### src/bdlu_agen.sv
// Load unit constants, shared types and the address generator
// Notes on behaviour
// - Long byte load bases on register 14 or 15
// - Long constant unshifted, always added, never subtracted
// - Long byte load addressing is always linear
// - Long byte load runs on side two only
// - Byte in low 8 bits, sign or zero fill
// - s bit picks destination file A or B
// - op 010 signed byte, 001 unsigned byte
// - Read E1, data E5, base update after one
// - Doubleword destination is even/odd pair, bit 23 zero
// - y picks unit and base/offset file together
// - Doubleword offset shifted left three, added or subtracted
// - Pre and offset modes use computed address; post use base
// - Missing offset defaults; parentheses mean unscaled bytes
// - Base four to seven may go circular
// - Little endian: low word to even, high word to odd
// - Little endian first word even, big endian odd
package bdlu_pkg;
	localparam logic [11:0] BDLU_OFF_AMR = 12'h000;
	localparam logic [11:0] BDLU_OFF_CTRL = 12'h004;
	localparam logic [11:0] BDLU_OFF_STAT = 12'h008;
	localparam logic [31:0] BDLU_AMR_RST = 32'h00000000;
	localparam logic [31:0] BDLU_CTRL_RST = 32'h00000000;
	localparam int unsigned BDLU_CTRL_BIG_ENDIAN = 0;
	localparam int unsigned BDLU_AMR_BK0_LSB = 16;
	localparam int unsigned BDLU_AMR_BK1_LSB = 21;
	localparam int unsigned BDLU_AMR_BLK_W = 5;
	localparam int unsigned BDLU_FLD_CREG_LSB = 29;
	localparam int unsigned BDLU_FLD_Z = 28;
	localparam int unsigned BDLU_FLD_DST_LSB = 23;
	localparam int unsigned BDLU_FLD_BASE_LSB = 18;
	localparam int unsigned BDLU_FLD_OFF_LSB = 13;
	localparam int unsigned BDLU_FLD_MODE_LSB = 9;
	localparam int unsigned BDLU_FLD_LCST_LSB = 8;
	localparam int unsigned BDLU_FLD_DW = 8;
	localparam int unsigned BDLU_FLD_Y = 7;
	localparam int unsigned BDLU_FLD_OP_LSB = 4;
	localparam int unsigned BDLU_FLD_FMT_LSB = 2;
	localparam int unsigned BDLU_FLD_S = 1;
	localparam logic [2:0] BDLU_OP_SBYTE = 3'h2;
	localparam logic [2:0] BDLU_OP_UBYTE = 3'h1;
	localparam logic [1:0] BDLU_FMT_LONG = 2'h3;
	localparam logic [1:0] BDLU_FMT_SHORT = 2'h1;
	localparam logic [4:0] BDLU_DDW_SIG = 5'h19;
	localparam logic [3:0] BDLU_MODE_POS_CST = 4'h1;
	localparam logic [4:0] BDLU_REG_GBASE14 = 5'h0E;
	localparam logic [4:0] BDLU_REG_BASE15 = 5'h0F;
	localparam logic [4:0] BDLU_CIRC_LO = 5'h04;
	localparam logic [4:0] BDLU_CIRC_HI = 5'h07;
	localparam int unsigned BDLU_DDW_SHIFT = 3;
	localparam int unsigned BDLU_LOAD_DELAY_SLOTS = 4;

	typedef enum logic [1:0] {
		BDLU_AMR_LINEAR = 2'b00,
		BDLU_AMR_CIRC_BK0 = 2'b01,
		BDLU_AMR_CIRC_BK1 = 2'b10,
		BDLU_AMR_RSVD = 2'b11
	} bdlu_amr_mode_t;

	typedef enum logic [1:0] {
		BDLU_KIND_NONE = 2'b00,
		BDLU_KIND_LONG = 2'b01,
		BDLU_KIND_SHORT = 2'b10,
		BDLU_KIND_DDW = 2'b11
	} bdlu_kind_t;

	typedef struct packed {
		logic valid;
		logic dw;
		logic sgn;
		logic file;
		logic [4:0] idx;
		logic [2:0] lane;
	} bdlu_ctx_t;
endpackage : bdlu_pkg

`timescale 1ns/1ps
module bdlu_agen #(
	parameter int unsigned AW = 32
) (
	input wire logic [AW-1:0] base_i, // Base register value
	input wire logic [AW-1:0] off_i, // Scaled offset
	input wire logic sub_i, // Subtract instead of add
	input wire logic circ_i, // Circular arithmetic
	input wire logic [4:0] blk_n_i, // Block size is 2^(n+1) bytes
	output logic [AW-1:0] addr_o // Resulting address
);
	wire logic [AW:0] ones_w = {(AW+1){1'b1}};
	wire logic [5:0] shamt_w = {1'b0, blk_n_i} + 6'h01;
	wire logic [AW:0] mask_ext_w = ~(ones_w << shamt_w);
	wire logic [AW-1:0] mask_w = mask_ext_w[AW-1:0];
	wire logic [AW-1:0] lin_w = sub_i ? base_i - off_i : base_i + off_i;
	// Circular keeps the bits above the block, wraps within it
	assign addr_o = circ_i ? ((base_i & ~mask_w) | (lin_w & mask_w)) : lin_w;
endmodule : bdlu_agen

### src/bdlu_top.sv
// Byte and doubleword load datapath with AHB-Lite control registers
//
// Local design decisions: the register addresses and the AHB-Lite interface to the registers.
`timescale 1ns/1ps
module bdlu_top
	import bdlu_pkg::*;
#(
	parameter int unsigned CNT_W = 16
) (
	input wire logic ref_clk_i, // Processor clock
	input wire logic rst_n_i, // Async reset, active low
	input wire logic hsel_i, // AHB slave select
	input wire logic [31:0] haddr_i, // AHB address
	input wire logic [1:0] htrans_i, // AHB transfer type
	input wire logic hwrite_i, // AHB write
	input wire logic [2:0] hsize_i, // AHB size, word only
	input wire logic hready_i, // AHB bus ready
	input wire logic [31:0] hwdata_i, // AHB write data
	output logic [31:0] hrdata_o, // AHB read data
	output logic hreadyout_o, // AHB slave ready
	output logic hresp_o, // AHB response, always OKAY
	input wire logic instr_valid_i, // Instruction issued this cycle
	input wire logic [31:0] instr_i, // Instruction word
	output logic rd_base_file_o, // Base/offset file, 0 A 1 B
	output logic [4:0] rd_base_idx_o, // Base register number
	output logic [4:0] rd_off_idx_o, // Offset register number
	output logic [3:0] cond_sel_o, // Condition field and zero bit
	output logic d_unit_o, // Data unit, 0 side one 1 side two
	input wire logic [31:0] base_data_i, // Base value in E1
	input wire logic [31:0] offset_data_i, // Offset value in E1
	input wire logic [31:0] cond_data_i, // Condition register in E1
	output logic base_wr_en_o, // Base update strobe
	output logic base_wr_file_o, // Base update file
	output logic [4:0] base_wr_idx_o, // Base update register
	output logic [31:0] base_wr_data_o, // Base update value
	output logic mem_req_o, // Memory read strobe
	output logic [31:0] mem_addr_o, // Byte address
	output logic mem_dw_o, // Doubleword access
	input wire logic [63:0] mem_rdata_i, // Aligned doubleword, byte k at [8k+7:8k]
	output logic wr_en_o, // Destination write strobe
	output logic wr_file_o, // Destination file, 0 A 1 B
	output logic [4:0] wr_idx_o, // Destination (even for pairs)
	output logic wr_pair_o, // Pair write, odd gets hi
	output logic [31:0] wr_data_lo_o, // Data for dst or even reg
	output logic [31:0] wr_data_hi_o // Data for odd reg
);
	localparam int unsigned PIPE_N = BDLU_LOAD_DELAY_SLOTS - 1;

	function automatic bdlu_kind_t bdlu_kind(input logic [31:0] w);
		logic [2:0] op;
		logic byte_op;
		op = w[BDLU_FLD_OP_LSB +: 3];
		byte_op = (op == BDLU_OP_SBYTE) || (op == BDLU_OP_UBYTE);
		if (w[BDLU_FLD_FMT_LSB +: 2] == BDLU_FMT_LONG && byte_op) begin
			return BDLU_KIND_LONG;
		end else if (w[BDLU_FLD_DW] && w[BDLU_FLD_FMT_LSB +: 5] == BDLU_DDW_SIG) begin
			return BDLU_KIND_DDW;
		end else if (!w[BDLU_FLD_DW] && w[BDLU_FLD_FMT_LSB +: 2] == BDLU_FMT_SHORT && byte_op) begin
			return BDLU_KIND_SHORT;
		end else begin
			return BDLU_KIND_NONE;
		end
	endfunction : bdlu_kind

	// Control registers
	logic [31:0] amr_q;
	logic [31:0] ctrl_q;
	logic [CNT_W-1:0] ld_cnt_q;
	logic [CNT_W-1:0] nop_cnt_q;
	logic wr_pend_q;
	logic [11:0] wr_addr_q;
	logic [31:0] hrdata_q;
	logic hreadyout_q;

	// Decode stage
	logic d_valid_q;
	logic [31:0] instr_q;
	logic rd_base_file_q;
	logic [4:0] rd_base_idx_q;
	logic [4:0] rd_off_idx_q;
	logic [3:0] cond_sel_q;
	logic d_unit_q;

	// Address stage outputs
	logic mem_req_q;
	logic [31:0] mem_addr_q;
	logic mem_dw_q;
	logic base_wr_en_q;
	logic base_wr_file_q;
	logic [4:0] base_wr_idx_q;
	logic [31:0] base_wr_data_q;
	bdlu_ctx_t ctx_q [PIPE_N];

	// Result outputs
	logic wr_en_q;
	logic wr_file_q;
	logic [4:0] wr_idx_q;
	logic wr_pair_q;
	logic [31:0] wr_lo_q;
	logic [31:0] wr_hi_q;

	// Register bus decode
	wire logic ahb_take_w = hsel_i && htrans_i[1] && hready_i;
	wire logic [11:0] ahb_off_w = haddr_i[11:0];
	wire logic rd_amr_w = (ahb_off_w == BDLU_OFF_AMR);
	wire logic rd_ctrl_w = (ahb_off_w == BDLU_OFF_CTRL);
	wire logic rd_stat_w = (ahb_off_w == BDLU_OFF_STAT);
	wire logic [31:0] stat_w = {nop_cnt_q, ld_cnt_q};
	wire logic [31:0] rd_mux_w = rd_amr_w ? amr_q :
		rd_ctrl_w ? ctrl_q :
		rd_stat_w ? stat_w : 32'h00000000;
	wire logic wr_amr_w = wr_pend_q && (wr_addr_q == BDLU_OFF_AMR);
	wire logic wr_ctrl_w = wr_pend_q && (wr_addr_q == BDLU_OFF_CTRL);
	wire logic wr_stat_w = wr_pend_q && (wr_addr_q == BDLU_OFF_STAT);

	// Issue decode toward the operand read ports
	wire bdlu_kind_t kind_i_w = bdlu_kind(instr_i);
	wire logic is_long_i_w = (kind_i_w == BDLU_KIND_LONG);
	wire logic y_i_w = instr_i[BDLU_FLD_Y];
	wire logic [4:0] long_base_w = y_i_w ? BDLU_REG_BASE15 : BDLU_REG_GBASE14;
	wire logic base_file_i_w = is_long_i_w ? 1'b1 : y_i_w;
	wire logic [4:0] base_idx_i_w = is_long_i_w ? long_base_w : instr_i[BDLU_FLD_BASE_LSB +: 5];
	wire logic unit_i_w = is_long_i_w ? 1'b1 : y_i_w;

	// E1 decode
	wire bdlu_kind_t kind_w = bdlu_kind(instr_q);
	wire logic is_long_w = (kind_w == BDLU_KIND_LONG);
	wire logic is_ddw_w = (kind_w == BDLU_KIND_DDW);
	wire logic [3:0] mode_w = instr_q[BDLU_FLD_MODE_LSB +: 4];
	wire logic [2:0] creg_w = instr_q[BDLU_FLD_CREG_LSB +: 3];
	wire logic z_w = instr_q[BDLU_FLD_Z];
	wire logic [4:0] dst_w = instr_q[BDLU_FLD_DST_LSB +: 5];
	// Unconditional only for creg 0 with z 0; the reserved pair squashes
	wire logic cond_ok_w = (creg_w == 3'h0) ? !z_w :
		(z_w ? (cond_data_i == 32'h00000000) : (cond_data_i != 32'h00000000));
	wire logic mode_ok_w = is_long_w || mode_w[3] || !mode_w[1];
	wire logic known_w = d_valid_q && (kind_w != BDLU_KIND_NONE);
	wire logic go_w = known_w && cond_ok_w && mode_ok_w;
	wire logic squash_w = known_w && !cond_ok_w;

	// Offset selection and scaling
	wire logic [31:0] long_cst_w = {17'h00000, instr_q[BDLU_FLD_LCST_LSB +: 15]};
	wire logic [31:0] short_cst_w = {27'h0000000, instr_q[BDLU_FLD_OFF_LSB +: 5]};
	// Defaults and parenthesised byte offsets arrive pre-folded in the field
	wire logic [31:0] raw_off_w = is_long_w ? long_cst_w :
		(mode_w[2] ? offset_data_i : short_cst_w);
	wire logic [31:0] scaled_off_w = is_ddw_w ? {raw_off_w[31-BDLU_DDW_SHIFT:0], 3'h0} :
		raw_off_w;
	wire logic sub_w = !is_long_w && !mode_w[0];

	// Circular selection from the addressing mode register
	wire logic circ_idx_w = (rd_base_idx_q >= BDLU_CIRC_LO) && (rd_base_idx_q <= BDLU_CIRC_HI);
	wire logic [2:0] amr_fi_w = {rd_base_file_q, rd_base_idx_q[1:0]};
	wire bdlu_amr_mode_t amr_mode_w = bdlu_amr_mode_t'(amr_q[{amr_fi_w, 1'b0} +: 2]);
	wire logic circ_mode_w = (amr_mode_w == BDLU_AMR_CIRC_BK0) ||
		(amr_mode_w == BDLU_AMR_CIRC_BK1);
	wire logic circ_w = !is_long_w && circ_idx_w && circ_mode_w;
	wire logic [4:0] blk_w = (amr_mode_w == BDLU_AMR_CIRC_BK0) ?
		amr_q[BDLU_AMR_BK0_LSB +: BDLU_AMR_BLK_W] : amr_q[BDLU_AMR_BK1_LSB +: BDLU_AMR_BLK_W];

	wire logic [31:0] calc_w;
	wire logic post_w = !is_long_w && mode_w[3] && mode_w[1];
	wire logic modify_w = !is_long_w && mode_w[3];
	wire logic [31:0] acc_addr_w = post_w ? base_data_i : calc_w;
	wire logic [4:0] dst_idx_w = is_ddw_w ? {dst_w[4:1], 1'b0} : dst_w;
	wire bdlu_ctx_t ctx_d = '{valid: go_w, dw: is_ddw_w,
		sgn: (instr_q[BDLU_FLD_OP_LSB +: 3] == BDLU_OP_SBYTE),
		file: instr_q[BDLU_FLD_S], idx: dst_idx_w, lane: acc_addr_w[2:0]};

	bdlu_agen #(
		.AW(32)
	) bdlu_agen_i (
		.base_i(base_data_i),
		.off_i(scaled_off_w),
		.sub_i(sub_w),
		.circ_i(circ_w),
		.blk_n_i(blk_w),
		.addr_o(calc_w)
	);

	// Result formatting in E4, written out in E5
	wire bdlu_ctx_t ctx_e4_w = ctx_q[PIPE_N-1];
	wire logic big_w = ctrl_q[BDLU_CTRL_BIG_ENDIAN];
	wire logic [7:0] byte_w = mem_rdata_i[{ctx_e4_w.lane, 3'h0} +: 8];
	wire logic [31:0] byte_ext_w = {{24{ctx_e4_w.sgn & byte_w[7]}}, byte_w};
	wire logic [31:0] w0_w = mem_rdata_i[31:0];
	wire logic [31:0] w1_w = mem_rdata_i[63:32];
	wire logic [31:0] w0_be_w = {w0_w[7:0], w0_w[15:8], w0_w[23:16], w0_w[31:24]};
	wire logic [31:0] w1_be_w = {w1_w[7:0], w1_w[15:8], w1_w[23:16], w1_w[31:24]};
	wire logic [31:0] even_w = big_w ? w1_be_w : w0_w;
	wire logic [31:0] odd_w = big_w ? w0_be_w : w1_w;

	wire logic ld_inc_w = ctx_e4_w.valid;
	wire logic [CNT_W-1:0] ld_base_w = wr_stat_w ? '0 : ld_cnt_q;
	wire logic [CNT_W-1:0] nop_base_w = wr_stat_w ? '0 : nop_cnt_q;

	always_ff @(posedge ref_clk_i or negedge rst_n_i) begin
		if (!rst_n_i) begin
			wr_pend_q <= 1'b0;
			wr_addr_q <= 12'h000;
			hrdata_q <= 32'h00000000;
			hreadyout_q <= 1'b0;
		end else begin
			wr_pend_q <= ahb_take_w && hwrite_i;
			wr_addr_q <= ahb_off_w;
			hrdata_q <= (ahb_take_w && !hwrite_i) ? rd_mux_w : 32'h00000000;
			hreadyout_q <= 1'b1;
		end
	end

	always_ff @(posedge ref_clk_i or negedge rst_n_i) begin
		if (!rst_n_i) begin
			amr_q <= BDLU_AMR_RST;
			ctrl_q <= BDLU_CTRL_RST;
		end else begin
			if (wr_amr_w) begin
				amr_q <= hwdata_i;
			end
			if (wr_ctrl_w) begin
				ctrl_q <= {31'h00000000, hwdata_i[BDLU_CTRL_BIG_ENDIAN]};
			end
		end
	end

	// A clear in the same cycle restarts from zero and still adds that cycle's count
	always_ff @(posedge ref_clk_i or negedge rst_n_i) begin
		if (!rst_n_i) begin
			ld_cnt_q <= '0;
			nop_cnt_q <= '0;
		end else begin
			ld_cnt_q <= ld_base_w + CNT_W'(ld_inc_w);
			nop_cnt_q <= nop_base_w + CNT_W'(squash_w);
		end
	end

	always_ff @(posedge ref_clk_i or negedge rst_n_i) begin
		if (!rst_n_i) begin
			d_valid_q <= 1'b0;
			instr_q <= 32'h00000000;
			rd_base_file_q <= 1'b0;
			rd_base_idx_q <= 5'h00;
			rd_off_idx_q <= 5'h00;
			cond_sel_q <= 4'h0;
			d_unit_q <= 1'b0;
		end else begin
			d_valid_q <= instr_valid_i;
			instr_q <= instr_i;
			rd_base_file_q <= base_file_i_w;
			rd_base_idx_q <= base_idx_i_w;
			rd_off_idx_q <= instr_i[BDLU_FLD_OFF_LSB +: 5];
			cond_sel_q <= instr_i[BDLU_FLD_Z +: 4];
			d_unit_q <= unit_i_w;
		end
	end

	// Address leaves at end of E1; base update visible one cycle later
	always_ff @(posedge ref_clk_i or negedge rst_n_i) begin
		if (!rst_n_i) begin
			mem_req_q <= 1'b0;
			mem_addr_q <= 32'h00000000;
			mem_dw_q <= 1'b0;
			base_wr_en_q <= 1'b0;
			base_wr_file_q <= 1'b0;
			base_wr_idx_q <= 5'h00;
			base_wr_data_q <= 32'h00000000;
		end else begin
			mem_req_q <= go_w;
			mem_addr_q <= acc_addr_w;
			mem_dw_q <= is_ddw_w;
			base_wr_en_q <= go_w && modify_w;
			base_wr_file_q <= rd_base_file_q;
			base_wr_idx_q <= rd_base_idx_q;
			base_wr_data_q <= calc_w;
		end
	end

	always_ff @(posedge ref_clk_i or negedge rst_n_i) begin
		if (!rst_n_i) begin
			for (int i = 0; i < PIPE_N; i++) begin
				ctx_q[i] <= '0;
			end
		end else begin
			ctx_q[0] <= ctx_d;
			for (int i = 1; i < PIPE_N; i++) begin
				ctx_q[i] <= ctx_q[i-1];
			end
		end
	end

	always_ff @(posedge ref_clk_i or negedge rst_n_i) begin
		if (!rst_n_i) begin
			wr_en_q <= 1'b0;
			wr_file_q <= 1'b0;
			wr_idx_q <= 5'h00;
			wr_pair_q <= 1'b0;
			wr_lo_q <= 32'h00000000;
			wr_hi_q <= 32'h00000000;
		end else begin
			wr_en_q <= ctx_e4_w.valid;
			wr_file_q <= ctx_e4_w.file;
			wr_idx_q <= ctx_e4_w.idx;
			wr_pair_q <= ctx_e4_w.valid && ctx_e4_w.dw;
			wr_lo_q <= ctx_e4_w.dw ? even_w : byte_ext_w;
			wr_hi_q <= ctx_e4_w.dw ? odd_w : 32'h00000000;
		end
	end

	assign hrdata_o = hrdata_q;
	assign hreadyout_o = hreadyout_q;
	assign hresp_o = 1'b0;
	assign rd_base_file_o = rd_base_file_q;
	assign rd_base_idx_o = rd_base_idx_q;
	assign rd_off_idx_o = rd_off_idx_q;
	assign cond_sel_o = cond_sel_q;
	assign d_unit_o = d_unit_q;
	assign base_wr_en_o = base_wr_en_q;
	assign base_wr_file_o = base_wr_file_q;
	assign base_wr_idx_o = base_wr_idx_q;
	assign base_wr_data_o = base_wr_data_q;
	assign mem_req_o = mem_req_q;
	assign mem_addr_o = mem_addr_q;
	assign mem_dw_o = mem_dw_q;
	assign wr_en_o = wr_en_q;
	assign wr_file_o = wr_file_q;
	assign wr_idx_o = wr_idx_q;
	assign wr_pair_o = wr_pair_q;
	assign wr_data_lo_o = wr_lo_q;
	assign wr_data_hi_o = wr_hi_q;

	wire logic long_issue_w = instr_valid_i && (kind_i_w == BDLU_KIND_LONG);
	wire logic ddw_issue_w = instr_valid_i && (kind_i_w == BDLU_KIND_DDW);
	wire logic ddw_pos_w = go_w && is_ddw_w && !circ_w && (mode_w == BDLU_MODE_POS_CST);
endmodule : bdlu_top

### config.mk
export PLATFORM = sky130hd
export DESIGN_NAME = bdlu_top
export DESIGN_NICKNAME = d
export VERILOG_FILES = /design/src/bdlu_agen.sv /design/src/bdlu_top.sv
export SDC_FILE = /design/constraint.sdc
export NUM_CORES = 1
export LEC_CHECK = 0
export ABC_AREA = 1
export BUFFER_PORTS_ARGS = -buffer_cell sky130_fd_sc_hd__buf_2
export CAP_MARGIN = 20
export CORE_UTILIZATION = 54
export DETAILED_ROUTE_END_ITERATION = 8
export MAX_ROUTING_LAYER = met4
export PLACE_DENSITY = 0.82
export SLEW_MARGIN = 25
export SYNTH_ARGS = -nofsm -noshare
export SYNTH_HDL_FRONTEND = slang
export SYNTH_HIERARCHICAL = 1
export SYNTH_SLANG_ARGS = --single-unit
### constraint.sdc
create_clock -name ref_clk_i -period 5.5 [get_ports ref_clk_i]
set_clock_uncertainty 0.2 [all_clocks]
set_input_delay 0.825 -clock ref_clk_i [delete_from_list [all_inputs] [get_ports ref_clk_i]]
set_output_delay 0.825 -clock ref_clk_i [all_outputs]
set_load 0.05 [all_outputs]
==> flow_summary.json <==
{
  "clock-sinks": 324,
  "cts_resized": 0,
  "cts_tree": "built",
  "p_per_area_mw_per_mm2": 368,
  "synthArstFlopShare_pct": 100,
  "finalSetupViolations": 0,
  "critical-path-top-delay-family": "simple AND/OR/NAND/NOR gates",
  "crit_chain": "nand2_2 > inv_2 > a21oi_2 > nand2_1 > o21ai_1 > nor2_1 > nand2_1 > nor2_1 > nand2_1 > nor2_2 > nand3_1 > o21ai_2 > xor2_1 > ha_1 > nand2_1 > nor2_1 > and3_1 > nand3_1 > nand3_1 > nand3_1 > nand2_1 > inv_1 > mux2_2",
  "synth_edf_count": 0,
  "ys_seq_elements": 324,
  "grt_max_degree": 117,
  "setup_tns_ns": 0,
  "netlist_area_sq_mm": 0.0173,
  "grt_pass1_wl_um": 84900,
  "cts_buffers": 35,
  "root_buffer": "clkbuf_16",
  "seq_area_frac_synth_pct": 46.8,
  "post-dp-hpwl_um": 43100,
  "required_ns": 5.71,
  "fin_cells": 2985,
  "r2r_cells": 23,
  "layout-drive-gt1-share_pct": 23.4,
  "regToRegSetupSlack_ns": 0.55,
  "crit_path_start": "instr_q[11]",
  "syn_nets": 2462,
  "rsz0062_at_grt": "false",
  "worstSetupEndpointType": "flip-flop",
  "max_slew_margin_pct": 28.2,
  "dr_total_vias": 16200,
  "viasPerCell": 5.43,
  "cts_buffer_depth": 3,
  "row_count": 65,
  "synth_common_cells": "nand2_1, dfrtp_1, inv_1",
  "cpMostUsedCell": "nand2_1",
  "cts_hold_buf": 0,
  "synth.area.top_cells": "dfrtp_1, nand2_1, inv_1",
  "worstPathBufferInverterCount": 2,
  "dr.pass1.iters": 7,
  "worst_pin_slew_ns": 1.06,
  "synthCells": 2152,
  "holdWs_ns": 0.131,
  "dieWidth_um": 181,
  "io_pins": 462,
  "core_sq_mm": 0.0316,
  "status": "finished, final reports clean",
  "synth_warnings": 6,
  "r2r_start": "instr_q[11]",
  "yosys.cell_count.top_type": "nand2_1",
  "initial_core_util_pct": 54.9,
  "slew_violations": 0,
  "cp_max_fo": 30,
  "antenna_left": 0,
  "die_h_um": 181,
  "overflow": 0,
  "drtIter0Drc": 1476,
  "clk_pin_slew_ns": 0.06,
  "ys.flop_type": "dfrtp_1",
  "fin_crit_ns": 4.95,
  "cp-start-kind": "flip-flop",
  "max_stage_delay_ns": 0.62,
  "clk_latency_ns": 0.52,
  "area_growth_pct": 20.1,
  "crit_path_end": "mem_addr_o[25]",
  "p_total_mw": 7.66,
  "fmax_mhz": 202,
  "wl_per_cell_um": 18.5,
  "worst-path-stages": 23,
  "hold_class": "in2async",
  "dp.cells": 2918,
  "maxCapViolations": 0,
  "p_leak_nw": 11.4,
  "peakVddDrop_mv": 0.337,
  "synth_top_area_cell": "dfrtp_1",
  "fin_crit_sh_pct": 90.0,
  "cts_setup_buffers": 0,
  "io_buffer_count": 435,
  "fillers": 2723,
  "netlist.area_leader.share_pct": 46.8,
  "crit_slowest_cell": "dfrtp_1",
  "antenna_found_initial": 10,
  "drt_wl_total_um": 55400,
  "grt_usage_pct": 34.5,
  "cts_max_level": 2,
  "reg2reg_to": "mem_addr_o[25]",
  "utilization_pct": 65.9,
  "globalplace.congestion": 0.964,
  "path_class": "reg2reg",
  "fin_nets": 2863,
  "hold_violations": 0,
  "drc": 0,
  "syn_avg_cell_area_sq_um": 8.05,
  "grt_pass1_vias": 15500,
  "worstPathArrival_ns": 5.16,
  "synth.distinct_cells": 56,
  "die_area_sq_mm": 0.0328
}
==> per-stage QoR <==
| stage | instance area (sq um) | setup WS (ns) |
|---|---|---|
| final | 20800 | 0.548 |
| after global placement | 19700 | 0.635 |
| after detailed placement | 19700 | 0.582 |
| after global routing | 20800 | 0.200 |
| after floorplan | 17300 | 1.43 |
| after CTS | 20800 | 0.658 |
==> state kept, by name, indices dropped and copies added, names as in the netlist, 22 cells and up <==
register and cells:
base_wr_data_o 32, wr_data_lo_o 32, wr_data_hi_o 32, ctx_q 23
amr_q 32, mem_addr_o 30, hrdata_o 32, instr_q 22
==> placed cells by master, fill, tap and decap left out, types with 12 or more instances in the layout <==
cell type  Yosys  layout
buf_4         22      16
o21ai_0      154     154
xor2_1        40      40
buf_2         23     434
nand4_1       25      25
dfrtp_1      324     323
nand3_1      140     140
o211ai_1      12      12
inv_1        256     254
ha_1          42      42
a21oi_1      164     164
nand2_1      466     466
xnor2_1       21      21
nor2_1       250     250
clkbuf_16      0      35
mux2_2        50      50
==> final cells by class <==
| type | instances | area, sq um | share of cell area (%) |
|---|---|---|---|
| flip-flops and latches | 324 | 8110 | 39.0 |
| multi-input cells | 1474 | 7720 | 37.1 |
| repair buffers | 453 | 2350 | 11.3 |
| clock buffers | 52 | 1010 | 4.85 |
| inverters | 265 | 997 | 4.79 |
| well taps | 402 | 503 | 2.42 |
| clock inverters | 9 | 96.3 | 0.463 |
| diodes | 6 | 15.0 | 0.0722 |
==> per-layer routing <==
metal  track usage [%]  vias up  wire [um]
li1                  -     7716          -
met1              42.9     7619      22500
met2              57.4      731      26900
met3              4.27      133       3730
met4              14.0        0       2210
met5                 -        -          0
==> worst min path at each step <==
stage	to	slack, ns	depth (start not counted)
6_report	wr_idx_o[4]	0.13	1
5_1_grt	ctx_e4_w[2]	0.15	0
4_1_cts	ctx_e4_w[2]	0.14	0
3_5_place_dp	ctx_e4_w[8]	0.13	0
3_3_place_gp	ctx_e4_w[2]	0.13	0
2_1_floorplan	ctx_e4_w[0]	0.13	0
==> logic make-up (layout without fill, tap and decap cells) <==
family,Yosys count,after routing,synth area share (%)
AO/OA/AOI/OAI,367,367,11.3
XOR/XNOR,61,61,3.08
adder cells (fa/ha/maj),43,43,3.15
buffers and inverters,354,779,8.59
flip-flops,324,324,46.8
multiplexers,64,64,4.29
other,2,8,0.0434
AND/OR/NAND/NOR,937,937,22.7
==> power breakdown <==
group | total [mW] | internal, mW | switching [mW]
clock network | 2.30 | 1.33 | 0.967
logic | 2.53 | 0.668 | 1.87
registers | 2.83 | 2.68 | 0.151
total | 7.66 | 4.68 | 2.98
(Power assumes the default switching activity.)
